===== config.mk =====
export PLATFORM = sky130hd
export DESIGN_NAME = trc_top
export DESIGN_NICKNAME = d
export VERILOG_FILES = /design/src/logic/trc_pkg.sv /design/src/logic/trc_tol_check.sv /design/src/logic/trc_top.sv
export SDC_FILE = /design/constraint.sdc
export NUM_CORES = 1
export LEC_CHECK = 0
export BUFFER_PORTS_ARGS = -buffer_cell sky130_fd_sc_hd__buf_2
export CORE_UTILIZATION = 43
export DETAILED_ROUTE_END_ITERATION = 10
export PLACE_DENSITY = 0.7
export SYNTH_ARGS = -nofsm -noshare
export SYNTH_HDL_FRONTEND = slang
export SYNTH_SLANG_ARGS = --single-unit

===== constraint.sdc =====
create_clock -name clk_i -period 11.3 [get_ports clk_i]
set_input_delay 0.565 -clock clk_i [delete_from_list [all_inputs] [get_ports clk_i]]
set_output_delay 0.565 -clock clk_i [all_outputs]
set_load 0.005 [all_outputs]

===== src/logic/trc_pkg.sv =====
// Constants shared by the tone receiver configuration block.
package trc_pkg;
  // Register byte offsets on the Wishbone bus.
  localparam logic [7:0] ROW_TOL_OFS  = 8'h00;
  localparam logic [7:0] COL_MODE_OFS = 8'h04;
  localparam logic [7:0] STATUS_OFS   = 8'h08;
  localparam logic [7:0] MASK_OFS     = 8'h0c;
  localparam logic [7:0] PRES_CNT_OFS = 8'h10;
  localparam logic [7:0] ABS_CNT_OFS  = 8'h14;
  localparam logic [7:0] STATE_OFS    = 8'h18;

  // Reset values.
  localparam logic [3:0] ROW_TOL_RST  = 4'h0;
  localparam logic [6:0] COL_MODE_RST = 7'h00;
  localparam logic [2:0] MASK_RST     = 3'h0;

  // Field positions inside the column/mode register.
  localparam int TOL_LSB       = 0;
  localparam int TONE_ONLY_BIT = 4;
  localparam int PT_RESET_BIT  = 5;
  localparam int AT_HOLD_BIT   = 6;

  // Status and mask bit positions and field width.
  localparam int EV_TONE      = 0;
  localparam int EV_ALERT_ON  = 1;
  localparam int EV_ALERT_OFF = 2;
  localparam int EV_W         = 3;

  // Accepted error in tenths of a percent.
  localparam logic [5:0] ROW_PM_TIGHT = 6'h06;
  localparam logic [5:0] ROW_PM_MID   = 6'h19;
  localparam logic [5:0] ROW_PM_WIDE  = 6'h23;
  localparam logic [5:0] COL_PM_TIGHT = 6'h05;
  localparam logic [5:0] COL_PM_MID   = 6'h0f;
  localparam logic [5:0] COL_PM_WIDE  = 6'h19;
  localparam int PM_SCALE = 1000;

  // Timing, in nanoseconds, and the derived cycle counts.
  localparam int CLK_NS         = 4;
  localparam int PRES_MIN_NS    = 500000;
  localparam int PRES_MAX_NS    = 10000000;
  localparam int ABS_MIN_NS     = 100000;
  localparam int ABS_MAX_NS     = 8000000;
  localparam int PRES_MIN_CYC   = (PRES_MIN_NS + CLK_NS - 1) / CLK_NS;
  localparam int PRES_MAX_CYC   = PRES_MAX_NS / CLK_NS;
  localparam int ABS_MIN_CYC    = (ABS_MIN_NS + CLK_NS - 1) / CLK_NS;
  localparam int ABS_MAX_CYC    = ABS_MAX_NS / CLK_NS;
endpackage


===== src/logic/trc_tol_check.sv =====
// Four-period tolerance check of one tone group against its nominal length.
`timescale 1ns/10ps
`default_nettype none
module trc_tol_check #(
  parameter int   PW     = 20,
  parameter logic IS_ROW = 1'b1
) (
  input  wire logic          clk_i,
  input  wire logic          rst_i,
  input  wire logic          valid_i,
  input  wire logic [PW-1:0] period_i,
  input  wire logic [PW-1:0] nominal_i,
  input  wire logic [3:0]    code_i,
  output logic               done_o,
  output logic               ok_o
);
  localparam int XW = PW + 10;

  // Reserved codes fall back to the tightest limit.
  function automatic logic [5:0] limit_pm(input logic [3:0] c);
    logic [5:0] r;
    r = IS_ROW ? trc_pkg::ROW_PM_TIGHT : trc_pkg::COL_PM_TIGHT;
    if (c == 4'h1) begin
      r = IS_ROW ? trc_pkg::ROW_PM_MID : trc_pkg::COL_PM_MID;
    end else if (c[3:1] == 3'h1) begin
      r = IS_ROW ? trc_pkg::ROW_PM_WIDE : trc_pkg::COL_PM_WIDE;
    end
    return r;
  endfunction

  logic [PW-1:0] diff;
  logic [XW-1:0] lhs;
  logic [XW-1:0] rhs;

  always_comb begin
    diff = (period_i > nominal_i) ? period_i - nominal_i
                                  : nominal_i - period_i;
    lhs  = XW'(diff) * XW'(trc_pkg::PM_SCALE);
    rhs  = XW'(nominal_i) * XW'(limit_pm(code_i));
  end

  always_ff @(posedge clk_i) begin
    if (rst_i) begin
      done_o <= 1'b0;
      ok_o   <= 1'b0;
    end else begin
      done_o <= valid_i;
      if (valid_i) begin
        ok_o <= (lhs <= rhs) && (nominal_i != '0);
      end
    end
  end
endmodule
`default_nettype wire


===== src/logic/trc_top.sv =====
// Tone receiver configuration, qualification counters and register file.
`timescale 1ns/10ps
`default_nettype none
module trc_top #(
  parameter int PW       = 20,
  parameter int CW       = 22,
  parameter int PRES_THR = trc_pkg::PRES_MIN_CYC,
  parameter int ABS_THR  = trc_pkg::ABS_MIN_CYC
) (
  input  wire logic          clk_i,
  input  wire logic          rst_i,
  // Wishbone classic slave.
  input  wire logic          wb_cyc_i,
  input  wire logic          wb_stb_i,
  input  wire logic          wb_we_i,
  input  wire logic [7:0]    wb_adr_i,
  input  wire logic [3:0]    wb_sel_i,
  input  wire logic [31:0]   wb_dat_i,
  output logic [31:0]        wb_dat_o,
  output logic               wb_ack_o,
  // Four-period measurements from the front end.
  input  wire logic          meas_valid_i,
  input  wire logic [PW-1:0] row_period_i,
  input  wire logic [PW-1:0] row_nominal_i,
  input  wire logic [1:0]    row_index_i,
  input  wire logic [PW-1:0] col_period_i,
  input  wire logic [PW-1:0] col_nominal_i,
  input  wire logic [1:0]    col_index_i,
  // Detection results.
  output logic               tone_detected_o,
  output logic [3:0]         tone_code_o,
  output logic               alert_present_o,
  output logic               irq_o
);
  localparam logic [CW-1:0] CNT_MAX = '1;
  localparam logic [CW-1:0] PRES_T  = CW'(PRES_THR);
  localparam logic [CW-1:0] ABS_T   = CW'(ABS_THR);

  // Idle has no tone. Tone has seen one that is not yet qualified as an alert.
  // Alert reports presence. Fade times the absence, and the report stays up
  // until that absence is qualified.
  typedef enum logic [1:0] {
    TRC_IDLE,
    TRC_TONE,
    TRC_ALERT,
    TRC_FADE
  } trc_state_t;

  logic [3:0]          row_tol_q;
  logic [6:0]          col_mode_q;
  logic [trc_pkg::EV_W-1:0] status_q;
  logic [trc_pkg::EV_W-1:0] mask_q;
  logic [CW-1:0]       pres_cnt_q;
  logic [CW-1:0]       abs_cnt_q;
  logic                tone_q;
  logic [3:0]          code_q;
  logic [3:0]          pend_code_q;
  logic                ack_q;
  logic [31:0]         rdat_q;
  trc_state_t          state_q;
  trc_state_t          state_d;

  logic                row_done;
  logic                row_ok;
  logic                col_done;
  logic                col_ok;
  logic                tone_d;
  logic                freq_change;
  logic                alert_on;
  logic                alert_off;
  logic                tone_rise;
  logic                bus_req;
  logic                wr_en;
  logic                wr_row;
  logic                wr_col;
  logic                wr_mask;
  logic                wr_status;
  logic [trc_pkg::EV_W-1:0] ev_set;

  function automatic logic hit(input logic [7:0] a, input logic [7:0] o);
    return a == o;
  endfunction

  // Both groups share one strobe, so their results arrive in the same cycle
  // and can be combined without further alignment.
  // Row group limit decode and compare.
  trc_tol_check #(
    .PW     (PW),
    .IS_ROW (1'b1)
  ) u_row (
    .clk_i     (clk_i),
    .rst_i     (rst_i),
    .valid_i   (meas_valid_i),
    .period_i  (row_period_i),
    .nominal_i (row_nominal_i),
    .code_i    (row_tol_q),
    .done_o    (row_done),
    .ok_o      (row_ok)
  );

  // Column group limit decode and compare.
  trc_tol_check #(
    .PW     (PW),
    .IS_ROW (1'b0)
  ) u_col (
    .clk_i     (clk_i),
    .rst_i     (rst_i),
    .valid_i   (meas_valid_i),
    .period_i  (col_period_i),
    .nominal_i (col_nominal_i),
    .code_i    (col_mode_q[trc_pkg::TOL_LSB+:4]),
    .done_o    (col_done),
    .ok_o      (col_ok)
  );

  // Single tone mode needs either group, dual mode needs both.
  always_comb begin
    if (col_mode_q[trc_pkg::TONE_ONLY_BIT]) begin
      tone_d = row_ok | col_ok;
    end else begin
      tone_d = row_ok & col_ok;
    end
  end

  // Indices are captured with the measurement so they line up with the
  // compare results one cycle later.
  always_ff @(posedge clk_i) begin
    if (rst_i) begin
      pend_code_q <= 4'h0;
    end else if (meas_valid_i) begin
      pend_code_q <= {row_index_i, col_index_i};
    end
  end

  always_ff @(posedge clk_i) begin
    if (rst_i) begin
      tone_q <= 1'b0;
      code_q <= 4'h0;
    end else if (row_done && col_done) begin
      tone_q <= tone_d;
      if (tone_d) begin
        code_q <= pend_code_q;
      end
    end
  end

  assign freq_change = row_done && col_done && tone_d && tone_q &&
                       (pend_code_q != code_q);
  assign tone_rise   = row_done && col_done && tone_d && !tone_q;

  // Present-time counter: only ever counts up, saturating at full scale.
  // Clearing it on loss of tone keeps a stale count from qualifying a
  // later and shorter tone.
  always_ff @(posedge clk_i) begin
    if (rst_i) begin
      pres_cnt_q <= '0;
    end else if (!tone_q) begin
      pres_cnt_q <= '0;
    end else if (freq_change && col_mode_q[trc_pkg::PT_RESET_BIT]) begin
      pres_cnt_q <= '0;
    end else if (pres_cnt_q != CNT_MAX) begin
      pres_cnt_q <= pres_cnt_q + 1'b1;
    end
  end

  // Absent-time counter runs only while an alert is being reported, so a
  // brief dropout inside a tone does not end the alert by itself.
  always_ff @(posedge clk_i) begin
    if (rst_i) begin
      abs_cnt_q <= '0;
    end else if (state_q == TRC_IDLE || state_q == TRC_TONE) begin
      abs_cnt_q <= '0;
    end else if (!tone_q) begin
      if (abs_cnt_q != CNT_MAX) begin
        abs_cnt_q <= abs_cnt_q + 1'b1;
      end
    end else if (!col_mode_q[trc_pkg::AT_HOLD_BIT]) begin
      if (abs_cnt_q != '0) begin
        abs_cnt_q <= abs_cnt_q - 1'b1;
      end
    end
    // With the hold bit set the count simply stays while tone is back.
  end

  // Comparing one below the threshold lets the state change land on the
  // edge at which the counter reaches it, so the report comes exactly the
  // threshold count of cycles after the tone was first qualified.
  assign alert_on  = (state_q == TRC_TONE) && tone_q &&
                     (pres_cnt_q >= PRES_T - 1'b1);
  assign alert_off = (state_q == TRC_FADE) && !tone_q &&
                     (abs_cnt_q >= ABS_T - 1'b1);

  // Qualification sequence for the alert report.
  always_comb begin
    state_d = state_q;
    unique case (state_q)
      TRC_IDLE: begin
        if (tone_q) begin
          state_d = TRC_TONE;
        end
      end
      TRC_TONE: begin
        if (!tone_q) begin
          state_d = TRC_IDLE;
        end else if (alert_on) begin
          state_d = TRC_ALERT;
        end
      end
      TRC_ALERT: begin
        if (!tone_q) begin
          state_d = TRC_FADE;
        end
      end
      TRC_FADE: begin
        if (alert_off) begin
          state_d = TRC_IDLE;
        end else if (tone_q && abs_cnt_q == '0) begin
          // Tone back with nothing left to count resumes the report
          // without a fresh presence wait.
          state_d = TRC_ALERT;
        end
      end
    endcase
  end

  always_ff @(posedge clk_i) begin
    if (rst_i) begin
      state_q <= TRC_IDLE;
    end else begin
      state_q <= state_d;
    end
  end

  // Register bus: one wait state, ack drops the cycle after it is given.
  // Ack comes from a flop, so the read data it qualifies was latched on the
  // edge that raised ack and stands for the whole ack cycle. A write lands on the
  // edge at which the master samples ack, when the transfer completes.
  assign bus_req   = wb_cyc_i && wb_stb_i && !ack_q;
  assign wr_en     = wb_cyc_i && wb_stb_i && ack_q && wb_we_i &&
                     wb_sel_i[0];
  assign wr_row    = wr_en && hit(wb_adr_i, trc_pkg::ROW_TOL_OFS);
  assign wr_col    = wr_en && hit(wb_adr_i, trc_pkg::COL_MODE_OFS);
  assign wr_mask   = wr_en && hit(wb_adr_i, trc_pkg::MASK_OFS);
  assign wr_status = wr_en && hit(wb_adr_i, trc_pkg::STATUS_OFS);

  always_ff @(posedge clk_i) begin
    if (rst_i) begin
      ack_q <= 1'b0;
    end else begin
      ack_q <= bus_req;
    end
  end

  always_ff @(posedge clk_i) begin
    if (rst_i) begin
      row_tol_q <= trc_pkg::ROW_TOL_RST;
    end else if (wr_row) begin
      row_tol_q <= wb_dat_i[3:0];
    end
  end

  always_ff @(posedge clk_i) begin
    if (rst_i) begin
      col_mode_q <= trc_pkg::COL_MODE_RST;
    end else if (wr_col) begin
      col_mode_q <= wb_dat_i[6:0];
    end
  end

  always_ff @(posedge clk_i) begin
    if (rst_i) begin
      mask_q <= trc_pkg::MASK_RST;
    end else if (wr_mask) begin
      mask_q <= wb_dat_i[trc_pkg::EV_W-1:0];
    end
  end

  // Event strobes last one cycle by construction: each is tied to a state
  // change or to the first qualified measurement of a tone.
  always_comb begin
    ev_set = '0;
    ev_set[trc_pkg::EV_TONE]      = tone_rise;
    ev_set[trc_pkg::EV_ALERT_ON]  = alert_on;
    ev_set[trc_pkg::EV_ALERT_OFF] = alert_off;
  end

  // A new event in the same cycle as its write-one clear stays set, so no
  // event is ever lost to a clear that races it.
  always_ff @(posedge clk_i) begin
    if (rst_i) begin
      status_q <= '0;
    end else if (wr_status) begin
      status_q <= (status_q & ~wb_dat_i[trc_pkg::EV_W-1:0]) | ev_set;
    end else begin
      status_q <= status_q | ev_set;
    end
  end

  // Reserved and unmapped locations read as zero. Data is latched as the
  // request is taken.
  always_ff @(posedge clk_i) begin
    if (rst_i) begin
      rdat_q <= 32'h0000_0000;
    end else if (bus_req) begin
      rdat_q <= 32'h0000_0000;
      unique case (wb_adr_i)
        trc_pkg::ROW_TOL_OFS:  rdat_q[3:0] <= row_tol_q;
        trc_pkg::COL_MODE_OFS: rdat_q[6:0] <= col_mode_q;
        trc_pkg::STATUS_OFS:   rdat_q[trc_pkg::EV_W-1:0] <= status_q;
        trc_pkg::MASK_OFS:     rdat_q[trc_pkg::EV_W-1:0] <= mask_q;
        trc_pkg::PRES_CNT_OFS: rdat_q[CW-1:0] <= pres_cnt_q;
        trc_pkg::ABS_CNT_OFS:  rdat_q[CW-1:0] <= abs_cnt_q;
        trc_pkg::STATE_OFS:    rdat_q[5:0] <= {code_q, alert_present_o,
                                               tone_q};
        default:               rdat_q <= 32'h0000_0000;
      endcase
    end
  end

  // Outputs come from flops or from the state register alone, so a bus
  // access never disturbs them.
  assign wb_ack_o        = ack_q;
  assign wb_dat_o        = rdat_q;
  assign tone_detected_o = tone_q;
  assign tone_code_o     = code_q;
  assign alert_present_o = (state_q == TRC_ALERT) || (state_q == TRC_FADE);
  assign irq_o           = |(status_q & mask_q);
endmodule
`default_nettype wire


# After elaboration in Yosys (flattened, before gate mapping)
# Cells that the tools add are included.
totals:
  in_bits: 134
  output_inout_bits: 40
  wordCells: 124
  ff_bits: 98
classes:
  add_sub_neg: 7
  mul: 4
  n_eq_ne: 22
  n_reduce_logical: 38
  magnitude_cmp: 6
  mux: 24
  bitwise: 8
op_table:
  columns: ["op", "n"]
  rows:
  - ["22-bit two-way mux", 4]
  - ["20-bit subtractor", 4]
  - ["30-bit by 26-bit <= comparator with 1-bit output", 2]
  - ["20-bit by 7-bit multiplier with 27-bit output (second input constant)", 2]
  - ["20-bit by 6-bit multiplier with 26-bit output", 2]
  - ["22-bit by 1-bit adder with 22-bit output (second input constant)", 2]
  - ["22-bit inequality test (second input constant)", 2]
  - ["20-bit greater-than comparator", 2]
  - ["20-bit two-way mux", 2]
  - ["20-bit nonzero test", 2]
  - ["15-bit one-hot mux with 2 select lines", 1]
  - ["8-bit by 5-bit equality test with 1-bit output (second input constant)", 3]
  - ["22-bit by 15-bit greater-or-equal comparator with 1-bit output (second input constant)", 1]
  - ["22-bit by 17-bit greater-or-equal comparator with 1-bit output (second input constant)", 1]
  - ["22-bit logical NOT", 1]
  - ["22-bit nonzero test", 1]
  - ["22-bit by 1-bit subtractor with 22-bit output (second input constant)", 1]
  - ["1-bit logical AND", 21]
  - ["3-bit one-hot mux with 7 select lines", 1]
  - ["6-bit two-way mux", 3]
  - ["8-bit by 4-bit equality test with 1-bit output (second input constant)", 2]
  - ["2-bit one-hot mux with 4 select lines", 2]
  - ["2-bit two-way mux", 6]
  - ["4-bit by 1-bit equality test with 1-bit output (second input constant)", 2]
  - ["other kinds (29)", 39]

# Logic depth before layout (Yosys ltp)
# Gate-level depths: netlist of the first run.
depth:
  word_depth: 7
  ltp_mapped: 40
  ltp_nobuf: 39

# By module
# From an unflattened synthesis of the first run, not the netlist that was laid out.
unflattened:
  cells_unflattened: 2963
  area_unflattened_um2: 24299.6
by_module_without_submodules:
  columns: ["module", "area_each_um2", "seq_area_each_um2", "cells_each", "n_inst"]
  rows:
  - ["trc_tol_check (u_row)", 9693.0, 40.0, 1182, 1]
  - ["trc_tol_check (u_col)", 9277.6, 40.0, 1152, 1]
  - ["trc_top", 5328.9, 1901.8, 629, 1]

# Worst setup path after synthesis of the first run
# OpenSTA, ideal clock, no wires.
synth_path:
  path_kind: "input to register"
  from: "input port row_period_i[0]"
  to: "register u_row.ok_o"
  arrival_time_ns: 8.414
  n_path_buf: 3
  required_ns: 11.204
  setup_ns: 0.096
  path_slack_ns: 2.790
  stages: 37
  cell_sequence: "inv_1 -> ha_1 -> inv_1 -> fa_1 -> a21oi_1 -> nor2_1 -> nor4_1 -> nor3_2 -> o21ai_1 -> buf_2 -> buf_4 -> buf_2 -> mux2_2 -> fa_1 -> inv_1 -> fa_1 -> fa_1 -> fa_1 -> inv_1 -> ha_1 -> o21ai_0 -> o21bai_1 -> o311a_1 -> o41a_1 -> a311oi_2 -> o21a_2 -> o21ai_0 -> xnor2_1 -> ha_1 -> a21o_1 -> a21o_1 -> a21oi_1 -> o211ai_1 -> a221o_1 -> nand3_1 -> nand4_1 -> o41ai_2"
synth_via:
  elab_chain_len: 5
  word_cells_on_any_way: 7
  cone_classes: "2 x add/sub; 1 x mul; 2 x order compare; 1 x mux; 1 x reduce/logical"
synth_rtl:
  columns: ["element", "line", "text"]
  rows:
  - ["start, declared", "trc_top.sv:23", "input wire logic [PW-1:0] row_period_i,"]
  - ["20-bit subtractor, or another cell as far along", "trc_tol_check.sv:37", ": nominal_i - period_i;"]
  - ["20-bit two-way mux *", "trc_tol_check.sv:36", "diff = (period_i > nominal_i) ? period_i - nominal_i"]
  - ["20-bit by 7-bit multiplier with 27-bit output *", "trc_tol_check.sv:38", "lhs = XW'(diff) * XW'(trc_pkg::PM_SCALE);"]
  - ["30-bit by 26-bit <= comparator with 1-bit output *", "trc_tol_check.sv:49", "ok_o <= (lhs <= rhs) && (nominal_i != '0);"]
  - ["1-bit logical AND *", "trc_tol_check.sv:49", null]
  - ["end signal, assigned", "trc_tol_check.sv:49", null]
  - ["end, declared", "trc_tol_check.sv:15", "output logic ok_o"]
# Every way passes the cells marked *; elsewhere a longest branch is shown, timed or not.
# A chain may end at the register's enable or synchronous reset.

# Worst setup path in the final report of the first run
layout_path:
  from: "input port row_nominal_i[0]"
  to: "register u_row.ok_o"
layout_via:
  elab_chain_len: 5
  word_cells_on_any_way: 9
  cone_classes: "2 x add/sub; 2 x mul; 2 x order compare; 1 x mux; 2 x reduce/logical"
layout_rtl:
  columns: ["element", "line", "text"]
  rows:
  - ["start, declared", "trc_top.sv:24", "input wire logic [PW-1:0] row_nominal_i,"]
  - ["20-bit subtractor, or another cell as far along", "trc_tol_check.sv:37", null]
  - ["20-bit two-way mux", "trc_tol_check.sv:36", null]
  - ["20-bit by 7-bit multiplier with 27-bit output", "trc_tol_check.sv:38", null]
  - ["30-bit by 26-bit <= comparator with 1-bit output", "trc_tol_check.sv:49", null]
  - ["1-bit logical AND *", "trc_tol_check.sv:49", null]
# Marks and branches as above.

==> impl_metrics.env, run 1 <==
export IMPL_cts_made_buffers=9
export IMPL_cts_root_buffer="clkbuf_16"
export IMPL_path_clk_slew_ps=70
export IMPL_synth_edf_count=0
export IMPL_most_common_layout_cells="459 x inv_1, 341 x ha_1, 263 x fa_1"
export IMPL_critical_path_arrival_ps=9720
export IMPL_ys_dominant_reg_cell="dfxtp_1"
export IMPL_crit_type="in -> reg"
export IMPL_gr_total_overflow=0
export IMPL_port_buffers=135
export IMPL_vias=19730
export IMPL_track_usage_pct=20.6
export IMPL_preCtsSetupSlack_ps=1500
export IMPL_netlist_area_sq_mm=0.0234
export IMPL_antenna_left=0
export IMPL_crit_top_cell="fa_1"
export IMPL_viasPerCell=5.40
export IMPL_min_to="pend_code_q[3]"
export IMPL_crit_path_max_fanout=12
export IMPL_min_path_type="in -> reg"
export IMPL_die_w_microns=235
export IMPL_avgSynthCellArea_sq_um=8.17
export IMPL_rrSetupSlack_ps=3260
export IMPL_detailed_place_hpwl_microns=48200
export IMPL_clock_sinks=98
export IMPL_hold_viol=0
export IMPL_holdWs_ps=445
export IMPL_relSlewSlack_pct=21.8
export IMPL_instances_no_fill=3654
export IMPL_grt_first_pass_wirelength_microns=95000
export IMPL_path_buf_inv=4
export IMPL_first_pass_iters=5
export IMPL_syn_inst=2869
export IMPL_area_delta_synth_final_pct=6.99
export IMPL_use_met3_pct=1.89
export IMPL_io_pins=174
export IMPL_die_area_sq_mm=0.0554
export IMPL_antenna_found_initial=3
export IMPL_place_congestion=0.913
export IMPL_grt_busiest_layer="met2"
export IMPL_setup_viol=0
export IMPL_die_h_microns=235
export IMPL_holdPathStages=3
export IMPL_grt_start_max_net_pins=57
export IMPL_drt_iter0_drc=1123
export IMPL_nNetsFinal=3690
export IMPL_core_sq_mm=0.0538
export IMPL_drc=0
export IMPL_ys_types=90
export IMPL_use_met1_pct=29.7
export IMPL_critPathCaptureType="flip-flop"
export IMPL_cts_tree="built"
export IMPL_crit_required_ps=11550
export IMPL_cts_hold_buf=0
export IMPL_r2r_end="u_row.ok_o"
export IMPL_async_flop_share_pct=0
export IMPL_use_met2_pct=33.9
export IMPL_critPathLaunchType="primary input"
export IMPL_cts_setup_buffers=0
export IMPL_cp_slowest_cell="xnor2_1"
export IMPL_critPathTopFamily="adder cells"
export IMPL_worst_slack_ps=1840
export IMPL_clockBufferDepth=2
export IMPL_start_util_pct=43.6
export IMPL_placed_cells=3637
export IMPL_rsz0062_at_grt="no"
export IMPL_r2r_start="row_tol_q[3]"
export IMPL_drive_gt1_share_pct=7.64
export IMPL_yosys_warnings=0
export IMPL_finClkSkew_ps=12.7
export IMPL_final_common_cell="inv_1"
export IMPL_status="finished clean"
export IMPL_yosysSeqAreaShare_pct=8.37
export IMPL_fin_tns_setup_ps=0
export IMPL_fmaxAchievable_mhz=106
export IMPL_floorplan_rows=85
export IMPL_holdCritStartpoint="row_index_i[1]"
export IMPL_finalCritPeriodShare_pct=83.8
export IMPL_fin_crit_ps=9470
export IMPL_tightest_slew_ps=1160
export IMPL_ys_ff_latch=98
export IMPL_clock_latency_ps=360
export IMPL_grt_pass1_vias=19141
export IMPL_maxCapViolations=0
export IMPL_max_stage_delay_ps=930
export IMPL_htree_levels=3
export IMPL_drv_slew=0
export IMPL_wl_per_cell_microns=15.6
export IMPL_wirelength_microns=57000
export IMPL_reg2regPathDepth=27
export IMPL_cts_resized_gates=0
==> metal layers <==
layer / vias up / share of wire (%)
li1: 9794 / -
met1: 9460 / 48
met2: 419 / 46
met3: 53 / 4.3
met4: 4 / 1.2
met5: - / 0.039
==> state kept, by name, indices dropped and copies added (netlist names) <==
signal / cells
tone_code_o: 4
status_q: 3
wb_dat_o: 22
abs_cnt_q: 22
pres_cnt_q: 22
tone_detected_o: 1
pend_code_q: 4
col_mode_q: 7
state_q: 2
wb_ack_o: 1
u_col.ok_o: 1
u_row.ok_o: 1
mask_q: 3
row_tol_q: 4
u_col.done_o: 1
==> cell type report <==
cell class	instances	area, sq um
well taps	696	871
clock inverters	6	93.8
repair buffers	155	826
fillers	5368	28700
diodes	1	2.50
clock buffers	10	229
inverters	460	1730
flip-flops and latches	98	1960
multi-input cells	2228	19400
==> worst min-delay path: stages <==
cell and delay [ps]:
buf_2 70, mux2i_1 60, nor2_1 80
==> synth_stat cells (6+ instances only) <==
library cell	instances	area, sq um
dfxtp_1	98	1960
a211oi_1	16	120
or3_1	16	100
or2_2	13	81.3
fa_1	263	5270
nand3b_1	6	45.0
xor2_1	61	534
maj3_1	7	70.1
o211ai_1	10	75.1
a221oi_1	25	219
and4_1	7	61.3
o21ai_1	6	30.0
o31a_1	7	61.3
o21ai_0	102	510
a22oi_1	6	45.0
a21oi_1	176	881
o31ai_1	7	52.6
o21a_1	21	158
ha_1	341	4270
nand3_1	50	250
nand2_1	230	863
buf_4	15	113
and2_1	26	163
xnor2_1	101	885
nor3_1	55	275
mux2i_1	50	500
a21o_1	78	586
nor4_1	39	244
a211o_1	8	70.1
inv_1	459	1720
a31oi_1	7	43.8
mux2_2	13	146
nand4_1	33	206
nor2_1	248	931
a221o_1	7	70.1
nor2b_1	25	156
buf_2	16	80.1
o21bai_1	21	158
nand2b_1	22	138
clkbuf_1	55	206
and3_1	25	156
==> stage by stage <==
stage	util [%]	instance area [sq um]
2_1_floorplan	-	23500
3_3_place_gp	46.0	24800
3_5_place_dp	46.0	24800
4_1_cts	46.6	25100
5_1_grt	46.6	25100
6_report	46.6	25100
==> logic make-up (layout without fill, tap and decap cells) <==
group	after synthesis	after routing	synth area share, %
AO/OA/AOI/OAI	559	559	15.7
XOR/XNOR	169	169	6.54
adder cells (fa/ha/maj)	611	611	41.0
buffers and inverters	552	631	9.21
flip-flops	98	98	8.37
multiplexers	63	63	2.76
other	1	11	0.0160
AND/OR/NAND/NOR	816	816	16.4
==> how the worst max path moves through the flow <==
stage | startpoint | endpoint | slack [ps] | depth (start not counted)
finish | row_nominal_i[0] | u_row.ok_o | 1840 | 33
global route | row_nominal_i[1] | u_row.ok_o | 1270 | 32
CTS | row_nominal_i[0] | u_row.ok_o | 1830 | 33
detailed placement | row_nominal_i[0] | u_row.ok_o | 1500 | 33
global placement | row_nominal_i[0] | u_row.ok_o | 1560 | 33
floorplan | row_period_i[0] | u_row.ok_o | 2790 | 37
Power of run 1 is not shown: default switching activity piles up to over one toggle a cycle in this logic, so the estimate is an artifact.
==> inputs of run 2 (changes only) <==
==> constraint.sdc (replaced) <==
create_clock -name clk_i -period 9.65 [get_ports clk_i]
set_input_delay 0.4825 -clock clk_i [delete_from_list [all_inputs] [get_ports clk_i]]
set_output_delay 0.4825 -clock clk_i [all_outputs]
set_load 0.005 [all_outputs]
==> run 2 against run 1 <==
Final cell count increased by 0.47%. Die area unchanged. Non-clock buffer count increased by 17. First-iteration DRC count decreased by 2.1%. Worst hold slack got worse by 85 ps. Utilization increased by 0.17 points. Count of clock-buffer cells in the layout unchanged. Sequential share of layout area about the same. Sequential cell count unchanged. Via count increased by 0.80%. Critical path depth increased by 1.
==> impl_metrics.env, run 2 (same netlist as run 1, synthesis figures left out) <==
export IMPL_status="finished clean"
export IMPL_cp_slowest_cell="fa_1"
export IMPL_drt_iter0_drc=1099
export IMPL_floorplan_rows=85
export IMPL_grt_pass1_vias=19190
export IMPL_relSlewSlack_pct=38.7
export IMPL_clockBufferDepth=2
export IMPL_maxCapViolations=0
export IMPL_wirelength_microns=57200
export IMPL_fmaxAchievable_mhz=113
export IMPL_io_pins=174
export IMPL_detailed_place_hpwl_microns=48500
export IMPL_core_sq_mm=0.0538
export IMPL_place_congestion=0.905
export IMPL_finalCritPeriodShare_pct=91.8
export IMPL_viasPerCell=5.42
export IMPL_drv_slew=0
export IMPL_multiInputGateArea_sq_mm=0.0194
export IMPL_cts_resized_gates=0
export IMPL_first_pass_iters=5
export IMPL_final_common_cell="inv_1"
export IMPL_crit_type="in -> reg"
export IMPL_die_w_microns=235
export IMPL_cts_root_buffer="clkbuf_16"
export IMPL_fin_crit_ps=8860
export IMPL_nNetsFinal=3707
export IMPL_track_usage_pct=20.7
export IMPL_die_h_microns=235
export IMPL_cts_setup_buffers=0
export IMPL_clock_latency_ps=360
export IMPL_gr_total_overflow=0
export IMPL_fillers=5303
export IMPL_drc=0
export IMPL_antenna_left=0
export IMPL_htree_levels=3
export IMPL_critPathLaunchType="primary input"
export IMPL_critical_path_arrival_ps=9120
export IMPL_die_area_sq_mm=0.0554
export IMPL_critPathCaptureType="flip-flop"
export IMPL_drive_gt1_share_pct=8.20
export IMPL_crit_path_max_fanout=10
export IMPL_port_buffers=135
export IMPL_reg2regPathDepth=27
export IMPL_vias=19888
export IMPL_tightest_slew_ps=916
export IMPL_cts_tree="built"
export IMPL_hold_viol=0
export IMPL_setup_viol=0
export IMPL_wl_per_cell_microns=15.6
export IMPL_min_path_type="in -> reg"
export IMPL_start_util_pct=43.6
export IMPL_cts_hold_buf=0
export IMPL_area_delta_synth_final_pct=7.38
export IMPL_finClkSkew_ps=11.5
export IMPL_grt_start_max_net_pins=57
export IMPL_regArea_sq_mm=0.00196
export IMPL_max_stage_delay_ps=560
export IMPL_antenna_found_initial=2
export IMPL_rsz0062_at_grt="no"
export IMPL_grt_first_pass_wirelength_microns=95100
export IMPL_clock_sinks=98
export IMPL_fin_tns_setup_ps=0
export IMPL_cts_made_buffers=9
export IMPL_crit_top_cell="fa_1"
export IMPL_holdPathStages=3
export IMPL_crit_required_ps=9910
export IMPL_path_clk_slew_ps=70
export IMPL_most_common_layout_cells="459 x inv_1, 341 x ha_1, 263 x fa_1"
## run 2: critical path: cells and delay by family
family | cells | cell delay (ps)
AOI/OAI and AO/OA | 10 | 2470
xor gates and xnor gates | 2 | 490
adders and majority gates | 8 | 3290
buffers and inverters | 5 | 550
muxes | 1 | 430
and+or+nand+nor | 8 | 1380
## run 2: final cells by class
type	instances	share of cell area, %
multi-input combinational	2228	77.0
sequential	98	7.79
inverter	460	6.86
timing repair buffer	172	3.79
tap	696	3.46
clock buffer	10	0.949
clock inverter	6	0.184
antenna	1	0.00994
## run 2: per-stage QoR
step	cell area (sq um)	hold slack [ps]	cells	util, %	worst slack (ps)
floorplan	23500	428	2878	-	1220
finish	25200	360	3671	46.8	789
CTS	25200	351	3670	46.8	815
global placement	24900	439	3654	46.2	507
global route	25200	379	3670	46.8	172
detailed placement	24900	444	3654	46.2	481
## run 2: worst paths after layout
check | start | end | slack [ps]
hold / removal | col_index_i[0] | pend_code_q[0] | 360
setup reg to reg | row_tol_q[3] | u_row.ok_o | 1750
hold reg to reg | wb_dat_o[2] | wb_dat_o[2] | 450
setup / recovery | row_nominal_i[0] | u_row.ok_o | 790
## run 2: per-layer routing
layer  GRT usage [%]  part of all wire (%)  up-vias
li1                -                     -     9823
met1            29.3                    47     9524
met2            34.1                    46      476
met3            2.38                   5.4       61
met4            3.82                   1.7        4
met5               0                 0.042        -
Power of run 2 is left out for the same reason.
